## config.mk

```make
export PLATFORM = sky130hd
export DESIGN_NAME = velocity_limit_monitor
export DESIGN_NICKNAME = d
export VERILOG_FILES = /design/src/velocity_monitor_pkg.sv /design/src/monitor_check.sv /design/src/velocity_limit_monitor.sv
export VERILOG_INCLUDE_DIRS = /design/src
export SDC_FILE = /design/constraint.sdc
export NUM_CORES = 2
export LEC_CHECK = 0
export ABC_AREA = 0
export BUFFER_PORTS_ARGS = -buffer_cell sky130_fd_sc_hd__buf_2
export CAP_MARGIN = 20
export CORE_ASPECT_RATIO = 0.5
export CORE_MARGIN = 2
export CORE_UTILIZATION = 60
export DETAILED_ROUTE_END_ITERATION = 7
export PLACE_DENSITY = 0.78
export SLEW_MARGIN = 20
export SYNTH_ARGS = -nofsm -noshare
export SYNTH_HDL_FRONTEND = slang
export SYNTH_SLANG_ARGS = --single-unit
```

## constraint.sdc

```tcl
create_clock -name mclk -period 7.7 [get_ports mclk]
set_clock_uncertainty 0.15 [all_clocks]
set_input_delay 0.385 -clock mclk [delete_from_list [all_inputs] [get_ports mclk]]
set_output_delay 0.385 -clock mclk [all_outputs]
set_load 0.1 [all_outputs]
```

## src/velocity_monitor_regs.svh

```systemverilog
`ifndef VELOCITY_MONITOR_REGS_SVH
`define VELOCITY_MONITOR_REGS_SVH

// Object indices
`define IDX_MON2        16'h2022
`define IDX_MON3        16'h2023
`define IDX_MON4        16'h2024
`define IDX_DYN         16'h2025
`define IDX_STATUS      16'h2026
`define IDX_IO1         16'h2050

// Sub-indices of a monitor object
`define SUB_COUNT       8'h00
`define SUB_CFG         8'h01
`define SUB_THR         8'h02
`define SUB_HYST        8'h03
`define SUB_START       8'h04
`define SUB_END         8'h05
`define SUB_LAST        8'h05

// Monitor configuration bits
`define CFG_BELOW_BIT   0
`define CFG_DIR_BIT     1
`define CFG_EN_BIT      2
`define CFG_MASK        8'h07

// Switching line configuration bits
`define IO_DIR_BIT      0
`define IO_POL_BIT      1
`define IO_VEL_MAP_BIT  10
`define IO_CFG_MASK     32'hffff_ff03

// Status word bit positions
`define ST_ERR_BIT      0
`define ST_MOVE_BIT     1
`define ST_NEG_BIT      2
`define ST_VIOL_LO      3
`define ST_ACT_LO       8
`define ST_WIDTH        13

// Reset values
`define THR_RST         16'h0000
`define HYST_RST        16'h0064
`define CFG_RST         3'h0
`define IO_CFG_RST      32'h0000_0000

// Accepted ranges
`define SPEED_MAX       16'h4e20
`define POS_MAX         32'h000f_423f
`define POS_MIN         32'hfff0_bdc1

`endif

```

## src/velocity_monitor_pkg.sv

```systemverilog
package velocity_monitor_pkg;

    typedef struct packed {
        logic enable;
        logic dir_dep;
        logic trig_below;
    } vel_cfg_t;

    typedef struct packed {
        logic active;
        logic violation;
    } mon_state_t;

    typedef struct packed {
        vel_cfg_t [3:0]         cfg;
        logic     [3:0][15:0]   thr;
        logic     [3:0][15:0]   hyst;
        logic     [3:0][31:0]   wstart;
        logic     [3:0][31:0]   wend;
        logic     [31:0]        io_cfg;
        logic     [2:0]         io_sync;
        logic                   io_level;
        logic                   io_trigger;
        logic                   io_out;
        logic                   io_oe_n;
        logic                   vel_event;
        logic     [12:0]        status;
        logic                   od_ack;
        logic                   od_err;
        logic     [31:0]        od_rdata;
    } top_state_t;

endpackage : velocity_monitor_pkg

```

## src/monitor_check.sv

```systemverilog
`timescale 1ns/1ps
`default_nettype none
`include "velocity_monitor_regs.svh"

module monitor_check
    import velocity_monitor_pkg::*;
(
    // Clock and reset
    input  wire logic               mclk,
    input  wire logic               reset_n,
    // Settings
    input  wire vel_cfg_t           cfg,
    input  wire logic [15:0]        threshold,
    input  wire logic [15:0]        hysteresis,
    input  wire logic signed [31:0] win_start,
    input  wire logic signed [31:0] win_end,
    // Measurement
    input  wire logic signed [31:0] position,
    input  wire logic signed [31:0] velocity,
    // Result
    output logic                    violation,
    output logic                    active
);

    mon_state_t        state;
    mon_state_t        next_state;
    logic [31:0]       speed;
    logic [32:0]       sp;
    logic [32:0]       t;
    logic [32:0]       h;
    logic signed [31:0] lo;
    logic signed [31:0] hi;
    logic              dir_ok;
    logic              set_cond;
    logic              clr_cond;

    always_comb begin
        speed = velocity[31] ? (~velocity + 32'h0000_0001) : velocity;
        sp = {1'b0, speed};
        t  = {17'h0_0000, threshold};
        h  = {17'h0_0000, hysteresis};
        lo = (win_start < win_end) ? win_start : win_end;
        hi = (win_start < win_end) ? win_end : win_start;
        // With dir_dep set, only travel from start toward end counts
        if (!cfg.dir_dep) begin
            dir_ok = 1'b1;
        end else if (win_start < win_end) begin
            dir_ok = !velocity[31] && (velocity != 32'sh0000_0000);
        end else begin
            dir_ok = velocity[31];
        end
        // Empty window never compares
        next_state.active = cfg.enable && (win_start != win_end)
                            && (position >= lo) && (position <= hi) && dir_ok;
        if (cfg.trig_below) begin
            set_cond = sp < t;
            clr_cond = sp >= t + h;
        end else begin
            set_cond = sp > t;
            clr_cond = sp + h <= t;
        end
        if (!next_state.active) begin
            next_state.violation = 1'b0;
        end else if (state.violation) begin
            next_state.violation = !clr_cond;
        end else begin
            next_state.violation = set_cond;
        end
    end

    always_ff @(posedge mclk or negedge reset_n) begin
        if (!reset_n) begin
            state <= '0;
        end else begin
            state <= next_state;
        end
    end

    assign violation = state.violation;
    assign active    = state.active;

    a_idle_no_viol: assert property (@(posedge mclk) disable iff (!reset_n)
        !active |-> !violation)
        else $error("violation without active comparison");

    a_empty_window: assert property (@(posedge mclk) disable iff (!reset_n)
        (win_start == win_end) |=> !active && !violation)
        else $error("empty window still compares");

    a_hyst_hold: assert property (@(posedge mclk) disable iff (!reset_n)
        (violation && next_state.active && !cfg.trig_below && (sp + h > t)) |=> violation)
        else $error("violation cleared inside hysteresis band");

    a_dir_reverse: assert property (@(posedge mclk) disable iff (!reset_n)
        (cfg.dir_dep && (win_start < win_end) && velocity[31]) |=> !active)
        else $error("reverse travel compared");

endmodule : monitor_check

`default_nettype wire

```

## src/velocity_limit_monitor.sv

```systemverilog
`timescale 1ns/1ps
`default_nettype none
`include "velocity_monitor_regs.svh"

// Summary of operation
// - Config bit 0: trip above or below
// - Config bit 1: any direction or one direction
// - Config bit 2 enables; disabled never violates
// - Threshold 16 bits, 0 to 20000, reset 0
// - Hysteresis 16 bits, 0 to 20000, reset 100
// - Dynamic config bits 3-7 reserved
// - Status bit 0 shows measurement error
// - Status bit 1 shows motion
// - Status bit 2 shows negative direction
// - Status bits 3-7 show violations
// - Status bits 8-12 show active comparisons
// - Line config bit 0: input or output
// - Input: bit 1 picks trigger edge
// - Output: bit 1 picks active level
// - Line config bits 2-7 reserved
// - Equal window ends keep monitor inactive
// - One-way check runs start toward end
// - Violation sets status and mapped output
// - Line event ORs all five violations
module velocity_limit_monitor
    import velocity_monitor_pkg::*;
(
    // Clock and reset
    input  wire logic               mclk,
    input  wire logic               reset_n,
    // Measurement
    input  wire logic signed [31:0] position,
    input  wire logic signed [31:0] velocity,
    input  wire logic               vel_error,
    // First monitor, kept elsewhere
    input  wire logic               monitor1_violation,
    input  wire logic               monitor1_active,
    // Object dictionary access
    input  wire logic [15:0]        od_index,
    input  wire logic [7:0]         od_sub,
    input  wire logic               od_wr,
    input  wire logic               od_rd,
    input  wire logic [31:0]        od_wdata,
    output logic [31:0]             od_rdata,
    output logic                    od_ack,
    output logic                    od_err,
    // Switching line on the power connector
    input  wire logic               io1_in,
    output logic                    io1_out,
    output logic                    io1_oe_n,
    output logic                    io1_trigger,
    // Status
    output logic [12:0]             speed_status,
    output logic                    velocity_event
);

    localparam top_state_t STATE_RESET = '{
        cfg:        {4{`CFG_RST}},
        thr:        {4{`THR_RST}},
        hyst:       {4{`HYST_RST}},
        io_cfg:     `IO_CFG_RST,
        io_oe_n:    1'b1,
        default:    '0
    };

    top_state_t         state;
    top_state_t         next_state;
    logic [3:0]         mon_viol;
    logic [3:0]         mon_act;
    logic [4:0]         all_viol;
    logic [4:0]         all_act;
    logic               is_mon;
    logic [1:0]         m;
    logic               access;
    logic               bad_speed;
    logic               bad_pos;
    logic               any_viol;
    logic               new_level;

    // Monitors two, three, four and dynamic
    for (genvar g = 0; g < 4; g++) begin : g_mon
        monitor_check u_monitor_check (
            .mclk       (mclk),
            .reset_n    (reset_n),
            .cfg        (state.cfg[g]),
            .threshold  (state.thr[g]),
            .hysteresis (state.hyst[g]),
            .win_start  (state.wstart[g]),
            .win_end    (state.wend[g]),
            .position   (position),
            .velocity   (velocity),
            .violation  (mon_viol[g]),
            .active     (mon_act[g])
        );
    end

    always_comb begin
        all_viol  = {mon_viol, monitor1_violation};
        all_act   = {mon_act, monitor1_active};
        any_viol  = |all_viol;
        is_mon    = (od_index >= `IDX_MON2) && (od_index <= `IDX_DYN);
        m         = 2'(od_index - `IDX_MON2);
        access    = od_wr || od_rd;
        bad_speed = (od_wdata[31:16] != 16'h0000) || (od_wdata[15:0] > `SPEED_MAX);
        bad_pos   = ($signed(od_wdata) > $signed(`POS_MAX))
                    || ($signed(od_wdata) < $signed(`POS_MIN));

        next_state = state;

        // Status word
        next_state.status[`ST_ERR_BIT]  = vel_error;
        next_state.status[`ST_MOVE_BIT] = velocity != 32'sh0000_0000;
        next_state.status[`ST_NEG_BIT]  = velocity[31];
        next_state.status[`ST_VIOL_LO +: 5] = all_viol;
        next_state.status[`ST_ACT_LO +: 5]  = all_act;

        // Switching line input path
        next_state.io_sync = {state.io_sync[1:0], io1_in};
        new_level = (state.io_sync[1] == state.io_sync[2]) ? state.io_sync[2] : state.io_level;
        next_state.io_level = new_level;
        if (state.io_cfg[`IO_DIR_BIT]) begin
            next_state.io_trigger = 1'b0;
        end else if (state.io_cfg[`IO_POL_BIT]) begin
            next_state.io_trigger = !state.io_level && new_level;
        end else begin
            next_state.io_trigger = state.io_level && !new_level;
        end

        // Switching line output path
        next_state.vel_event = any_viol && state.io_cfg[`IO_VEL_MAP_BIT];
        next_state.io_oe_n = !state.io_cfg[`IO_DIR_BIT];
        if (!state.io_cfg[`IO_DIR_BIT]) begin
            next_state.io_out = 1'b0;
        end else if (state.io_cfg[`IO_POL_BIT]) begin
            next_state.io_out = next_state.vel_event;
        end else begin
            next_state.io_out = !next_state.vel_event;
        end

        // Object dictionary access
        next_state.od_ack   = access;
        next_state.od_err   = 1'b0;
        next_state.od_rdata = 32'h0000_0000;
        if (!access) begin
            next_state.od_ack = 1'b0;
        end else if (is_mon && od_wr) begin
            if (od_sub == `SUB_CFG) begin
                next_state.cfg[m] = vel_cfg_t'(od_wdata[2:0]);
                next_state.od_err = (od_wdata & ~{24'h00_0000, `CFG_MASK}) != 32'h0;
                if (next_state.od_err) begin
                    next_state.cfg[m] = state.cfg[m];
                end
            end else if (od_sub == `SUB_THR) begin
                if (bad_speed) begin
                    next_state.od_err = 1'b1;
                end else begin
                    next_state.thr[m] = od_wdata[15:0];
                end
            end else if (od_sub == `SUB_HYST) begin
                if (bad_speed) begin
                    next_state.od_err = 1'b1;
                end else begin
                    next_state.hyst[m] = od_wdata[15:0];
                end
            end else if (od_sub == `SUB_START) begin
                if (bad_pos) begin
                    next_state.od_err = 1'b1;
                end else begin
                    next_state.wstart[m] = od_wdata;
                end
            end else if (od_sub == `SUB_END) begin
                if (bad_pos) begin
                    next_state.od_err = 1'b1;
                end else begin
                    next_state.wend[m] = od_wdata;
                end
            end else begin
                next_state.od_err = 1'b1;
            end
        end else if (is_mon) begin
            if (od_sub == `SUB_COUNT) begin
                next_state.od_rdata = {24'h00_0000, `SUB_LAST};
            end else if (od_sub == `SUB_CFG) begin
                next_state.od_rdata = {29'h0000_0000, state.cfg[m]};
            end else if (od_sub == `SUB_THR) begin
                next_state.od_rdata = {16'h0000, state.thr[m]};
            end else if (od_sub == `SUB_HYST) begin
                next_state.od_rdata = {16'h0000, state.hyst[m]};
            end else if (od_sub == `SUB_START) begin
                next_state.od_rdata = state.wstart[m];
            end else if (od_sub == `SUB_END) begin
                next_state.od_rdata = state.wend[m];
            end else begin
                next_state.od_err = 1'b1;
            end
        end else if (od_index == `IDX_STATUS && od_sub == `SUB_COUNT) begin
            if (od_wr) begin
                next_state.od_err = 1'b1;
            end else begin
                next_state.od_rdata = {19'h0_0000, state.status};
            end
        end else if (od_index == `IDX_IO1 && od_sub == `SUB_COUNT) begin
            if (od_wr) begin
                next_state.io_cfg = od_wdata & `IO_CFG_MASK;
            end else begin
                next_state.od_rdata = state.io_cfg;
            end
        end else begin
            next_state.od_err = 1'b1;
        end
    end

    always_ff @(posedge mclk or negedge reset_n) begin
        if (!reset_n) begin
            state <= STATE_RESET;
        end else begin
            state <= next_state;
        end
    end

    assign od_rdata       = state.od_rdata;
    assign od_ack         = state.od_ack;
    assign od_err         = state.od_err;
    assign io1_out        = state.io_out;
    assign io1_oe_n       = state.io_oe_n;
    assign io1_trigger    = state.io_trigger;
    assign speed_status   = state.status;
    assign velocity_event = state.vel_event;

    a_status_error: assert property (@(posedge mclk) disable iff (!reset_n)
        vel_error |=> speed_status[`ST_ERR_BIT])
        else $error("error bit not set");

    a_status_move: assert property (@(posedge mclk) disable iff (!reset_n)
        (velocity != 32'sh0000_0000) |=> speed_status[`ST_MOVE_BIT])
        else $error("movement bit not set");

    a_status_dir: assert property (@(posedge mclk) disable iff (!reset_n)
        ##1 speed_status[`ST_NEG_BIT] == $past(velocity[31]))
        else $error("direction bit wrong");

    a_status_viol: assert property (@(posedge mclk) disable iff (!reset_n)
        ##1 speed_status[7:3] == $past({mon_viol, monitor1_violation}))
        else $error("violation bits wrong");

    a_status_act: assert property (@(posedge mclk) disable iff (!reset_n)
        ##1 speed_status[12:8] == $past({mon_act, monitor1_active}))
        else $error("active bits wrong");

    a_line_dir: assert property (@(posedge mclk) disable iff (!reset_n)
        (od_wr && od_index == `IDX_IO1 && od_sub == `SUB_COUNT && od_wdata[0])
        |=> ##1 !io1_oe_n)
        else $error("line not driven as output");

    a_line_pol: assert property (@(posedge mclk) disable iff (!reset_n)
        (!io1_oe_n && velocity_event) |-> io1_out == $past(state.io_cfg[`IO_POL_BIT]))
        else $error("line level wrong for event");

    a_line_event: assert property (@(posedge mclk) disable iff (!reset_n)
        ((|mon_viol) && state.io_cfg[`IO_VEL_MAP_BIT]) |=> velocity_event)
        else $error("event missing for violation");

    a_speed_range: assert property (@(posedge mclk) disable iff (!reset_n)
        (od_wr && is_mon && od_sub == `SUB_THR && bad_speed) |=> od_err && $stable(state.thr))
        else $error("out of range threshold stored");

    a_reserved_zero: assert property (@(posedge mclk) disable iff (!reset_n)
        state.io_cfg[7:2] == 6'h00)
        else $error("reserved line bits set");

endmodule : velocity_limit_monitor

`default_nettype wire

```

==> qor.yml <==
status:
  run_status: "completed"
setup_path:
  startpoint_type: "flip-flop"
  end_kind: "flip-flop"
  count_of_cells_along_the_worst_register_to_register_path: 24
  regToRegSetupSlack_ps: 520
  reg2reg_from: "state[144]"
  startpoint: "state[144]"
  crit_family: "compound AO/OA/AOI/OAI gates"
  crit_path_max_incr_delay_ps: 770
  r2r-end: "g_mon[1].u_monitor_check.violation"
  worstPathCellList: "inv_1, ha_1, a21oi_1, nor2_1, a2111oi_0, o21ai_0, a32o_1, a2111oi_1, mux2i_4, buf_12, nor2_1, a21oi_1, ha_1, a21o_1, a21o_1, a221o_1, a221oi_1, o31ai_1, a221oi_1, o21ai_0, mux2i_1, a211oi_1, o21a_1, o31a_1"
  crit_path_top_delay_cell: "sky130_fd_sc_hd__a2111oi_1"
  worst-endpoint-required_ps: 8120
  arrival_worst_endpoint_ps: 7600
  critical_path.n_buffers_inverters: 2
  path_class: "flip-flop to flip-flop"
  cp_max_fo: 14
  timing.critical_path.depth: 24
place:
  routabilityCongestion: 1.04
  dpl.hpwl_um: 125000
  portBuffers: 178
timing:
  hold_slack_ps: 37.0
  finalSetupTns_ps: 0
  timing.fmax_ghz: 0.139
  final.period_utilization: 0.932
  grt_setup_unrepaired: "false"
  setup-violations-final: 0
  finalWorstPathRequiredPeriod_ps: 7180
  drv_slew: 0
  max_slew.worst_pin.slew_ps: 1260
  timing.final.hold_violations: 0
  worst_slew_margin_rel: 0.149
clocking:
  cts-buffers-inserted: 50
  cts-resized-gates: 0
  clk-insertion-delay-late_ps: 640
  clk_root_buffer_cell: "sky130_fd_sc_hd__clkbuf_16"
  cts.reportedPaths.clkPinSlew_ps: 80
  tritoncts: "built"
  cts.htree.levels: 2
  tritoncts_num_sinks: 485
  clk_path_buf_depth: 3
floorplan:
  std_cell_rows: 71
  height_of_the_die_um: 198
  die_area_sq_um: 77500
  initial_standard_cell_utilization_of_the_core: 0.603
  chipWidth_um: 392
  pin_count: 179
  design.core.area_sq_um: 74800
drt:
  dr.first_iter.drc_count: 4327
  detail_route.vias_per_cell: 6.79
  routed-via-count: 40500
  final_antenna_net_count: 0
  drcViolationCount: 0
  drtPass1Iterations: 6
  post_drt_wl_per_cell_um: 27.1
  wl_um: 162000
synthesis:
  synth_cells: 4803
  share_of_async_settable_or_async_resettable_flops_after_synthesis: 1.00
  synth.yosys.warnings: 0
  synth_seq_area_share: 0.270
  avgSynthCellArea_sq_um: 9.39
  mappedNetlistArea_sq_um: 45100
  syn-num-nets: 5648
  synth_cell_types: 91
  synth_top_area_frac: 0.262
  post-synth-top-count-cell: "sky130_fd_sc_hd__ha_1"
  synth_seq_cells: 485
  synth_top_cells_by_count: "sky130_fd_sc_hd__ha_1 (709), sky130_fd_sc_hd__dfrtp_1 (472), sky130_fd_sc_hd__a21oi_1 (369)"
  netlist_top_cells_area: "sky130_fd_sc_hd__dfrtp_1 (26%), sky130_fd_sc_hd__ha_1 (20%), sky130_fd_sc_hd__mux2_2 (6.9%), sky130_fd_sc_hd__mux4_2 (4.9%), sky130_fd_sc_hd__a21oi_1 (4.1%)"
  synthDominantAreaCellType: "sky130_fd_sc_hd__dfrtp_1"
  synth_edf_count: 0
  synthFlopType: "sky130_fd_sc_hd__dfrtp_1"
min_path:
  min_from: "od_wdata[18]"
  min-delay-path-class: "input pin to flip-flop"
  hold_end: "state[169]"
  cell_depth_of_the_worst_min_delay_path: 2
grt:
  grt_antenna_before_repair: 5
  grt_pass1_wl_um: 243000
  grt_start_max_net_pins: 147
  globalRouteTotalUtil: 0.417
  grt_pass1_vias: 39800
  grt-ovfl-total: 0
cells_and_area:
  synthToLayoutAreaGrowth_pct: 8.78
  layout.filler_cells: 6174
  final_core_utilization: 0.656
  fin_nets: 5751
  drive_above_1_share: 0.167
pwr:
  power.density_nw_per_um2: 129
  p_leak_uw: 0.0235
  vdd.ir_drop.worst_mv: 0.148
run:
  drv.max_cap_violation_count: 0
## cell usage in the layout (no fill, tap or decap), drive strengths merged, types with 38 or more instances in the layout
| cell type | count |
|---|---|
| mux2i | 151 |
| dfrtp | 472 |
| ha | 709 |
| nor3 | 73 |
| o21ai | 235 |
| mux2 | 279 |
| nor2 | 343 |
| inv | 275 |
| clkbuf | 61 |
| buf | 272 |
| xor2 | 49 |
| nand4 | 123 |
| nand2b | 38 |
| a21oi | 369 |
| nor4 | 43 |
| nand3 | 88 |
| o21a | 62 |
| xnor2 | 99 |
| nand2 | 332 |
| a21o | 183 |
| nor2b | 69 |
| mux4 | 99 |
## per-stage QoR
stage	total power [uW]	instances	setup slack [ps]	instance area (sq um)
finish	6320	5971	522	49100
global route	6500	5969	227	49000
CTS	6290	5965	216	49000
detailed placement	3590	5854	229	47000
global placement	3570	5853	313	47000
floorplan	3200	4803	1280	45100
## cell type report
| type | count | area [sq um] | area share |
|---|---|---|---|
| inverters | 267 | 1000 | 0.0204 |
| clock inverters | 30 | 395 | 0.00806 |
| diodes | 4 | 10.0 | 0.000204 |
| clock buffers | 61 | 1370 | 0.0280 |
| well taps | 1022 | 1280 | 0.0261 |
| flip-flops and latches | 485 | 12200 | 0.248 |
| repair buffers | 293 | 1900 | 0.0388 |
| multi-input cells | 3809 | 30900 | 0.631 |
## worst max path at each step
stage | to | slack [ps]
floorplan | g_mon[3].u_monitor_check.violation | 1280
global placement | g_mon[1].u_monitor_check.violation | 310
detailed placement | g_mon[1].u_monitor_check.violation | 230
CTS | g_mon[1].u_monitor_check.violation | 220
global route | g_mon[1].u_monitor_check.violation | 230
finish | g_mon[1].u_monitor_check.violation | 520
## power by group
group	leakage [uW]	switching, uW	internal (uW)
registers	0.00634	2.19	2550
logic	0.0163	669	361
clock network	0.000847	1210	1520
total	0.0235	1880	4430
## sequential cells by signal (all words and copies together) (netlist names)
signal	cells
io1_trigger	1
velocity_event	1
od_rdata	32
od_ack	1
g_mon.u_monitor_check.violation	4
io1_oe_n	1
state	424
speed_status	13
io1_out	1
g_mon.u_monitor_check.active	4
next_state	2
od_err	1
## logic make-up after synthesis
kind of cell             Yosys count  synth area share
multiplexers                     529             0.153
flip-flops                       485             0.270
XOR/XNOR                         148            0.0287
buffers and inverters            509            0.0469
AND/OR/NAND/NOR                 1244             0.136
adder cells (fa/ha/maj)          718             0.201
AO/OA/AOI/OAI                   1170             0.166
## layer usage
layer	vias to the layer above	share of wire	track usage
met1	20000	0.41	0.554
met5	-	0.00017	0
met2	2053	0.43	0.637
met3	479	0.10	0.0882
li1	18000	-	-
met4	4	0.061	0.227
## repair_timing
item                                    in CTS  in global routing
endpoints found under the setup margin       0                  2
endpoints found under the hold margin      106                  0
hold buffers                                20                  0
setup buffers                                0                  2
No activity file was read; power rests on OpenSTA's default activity.
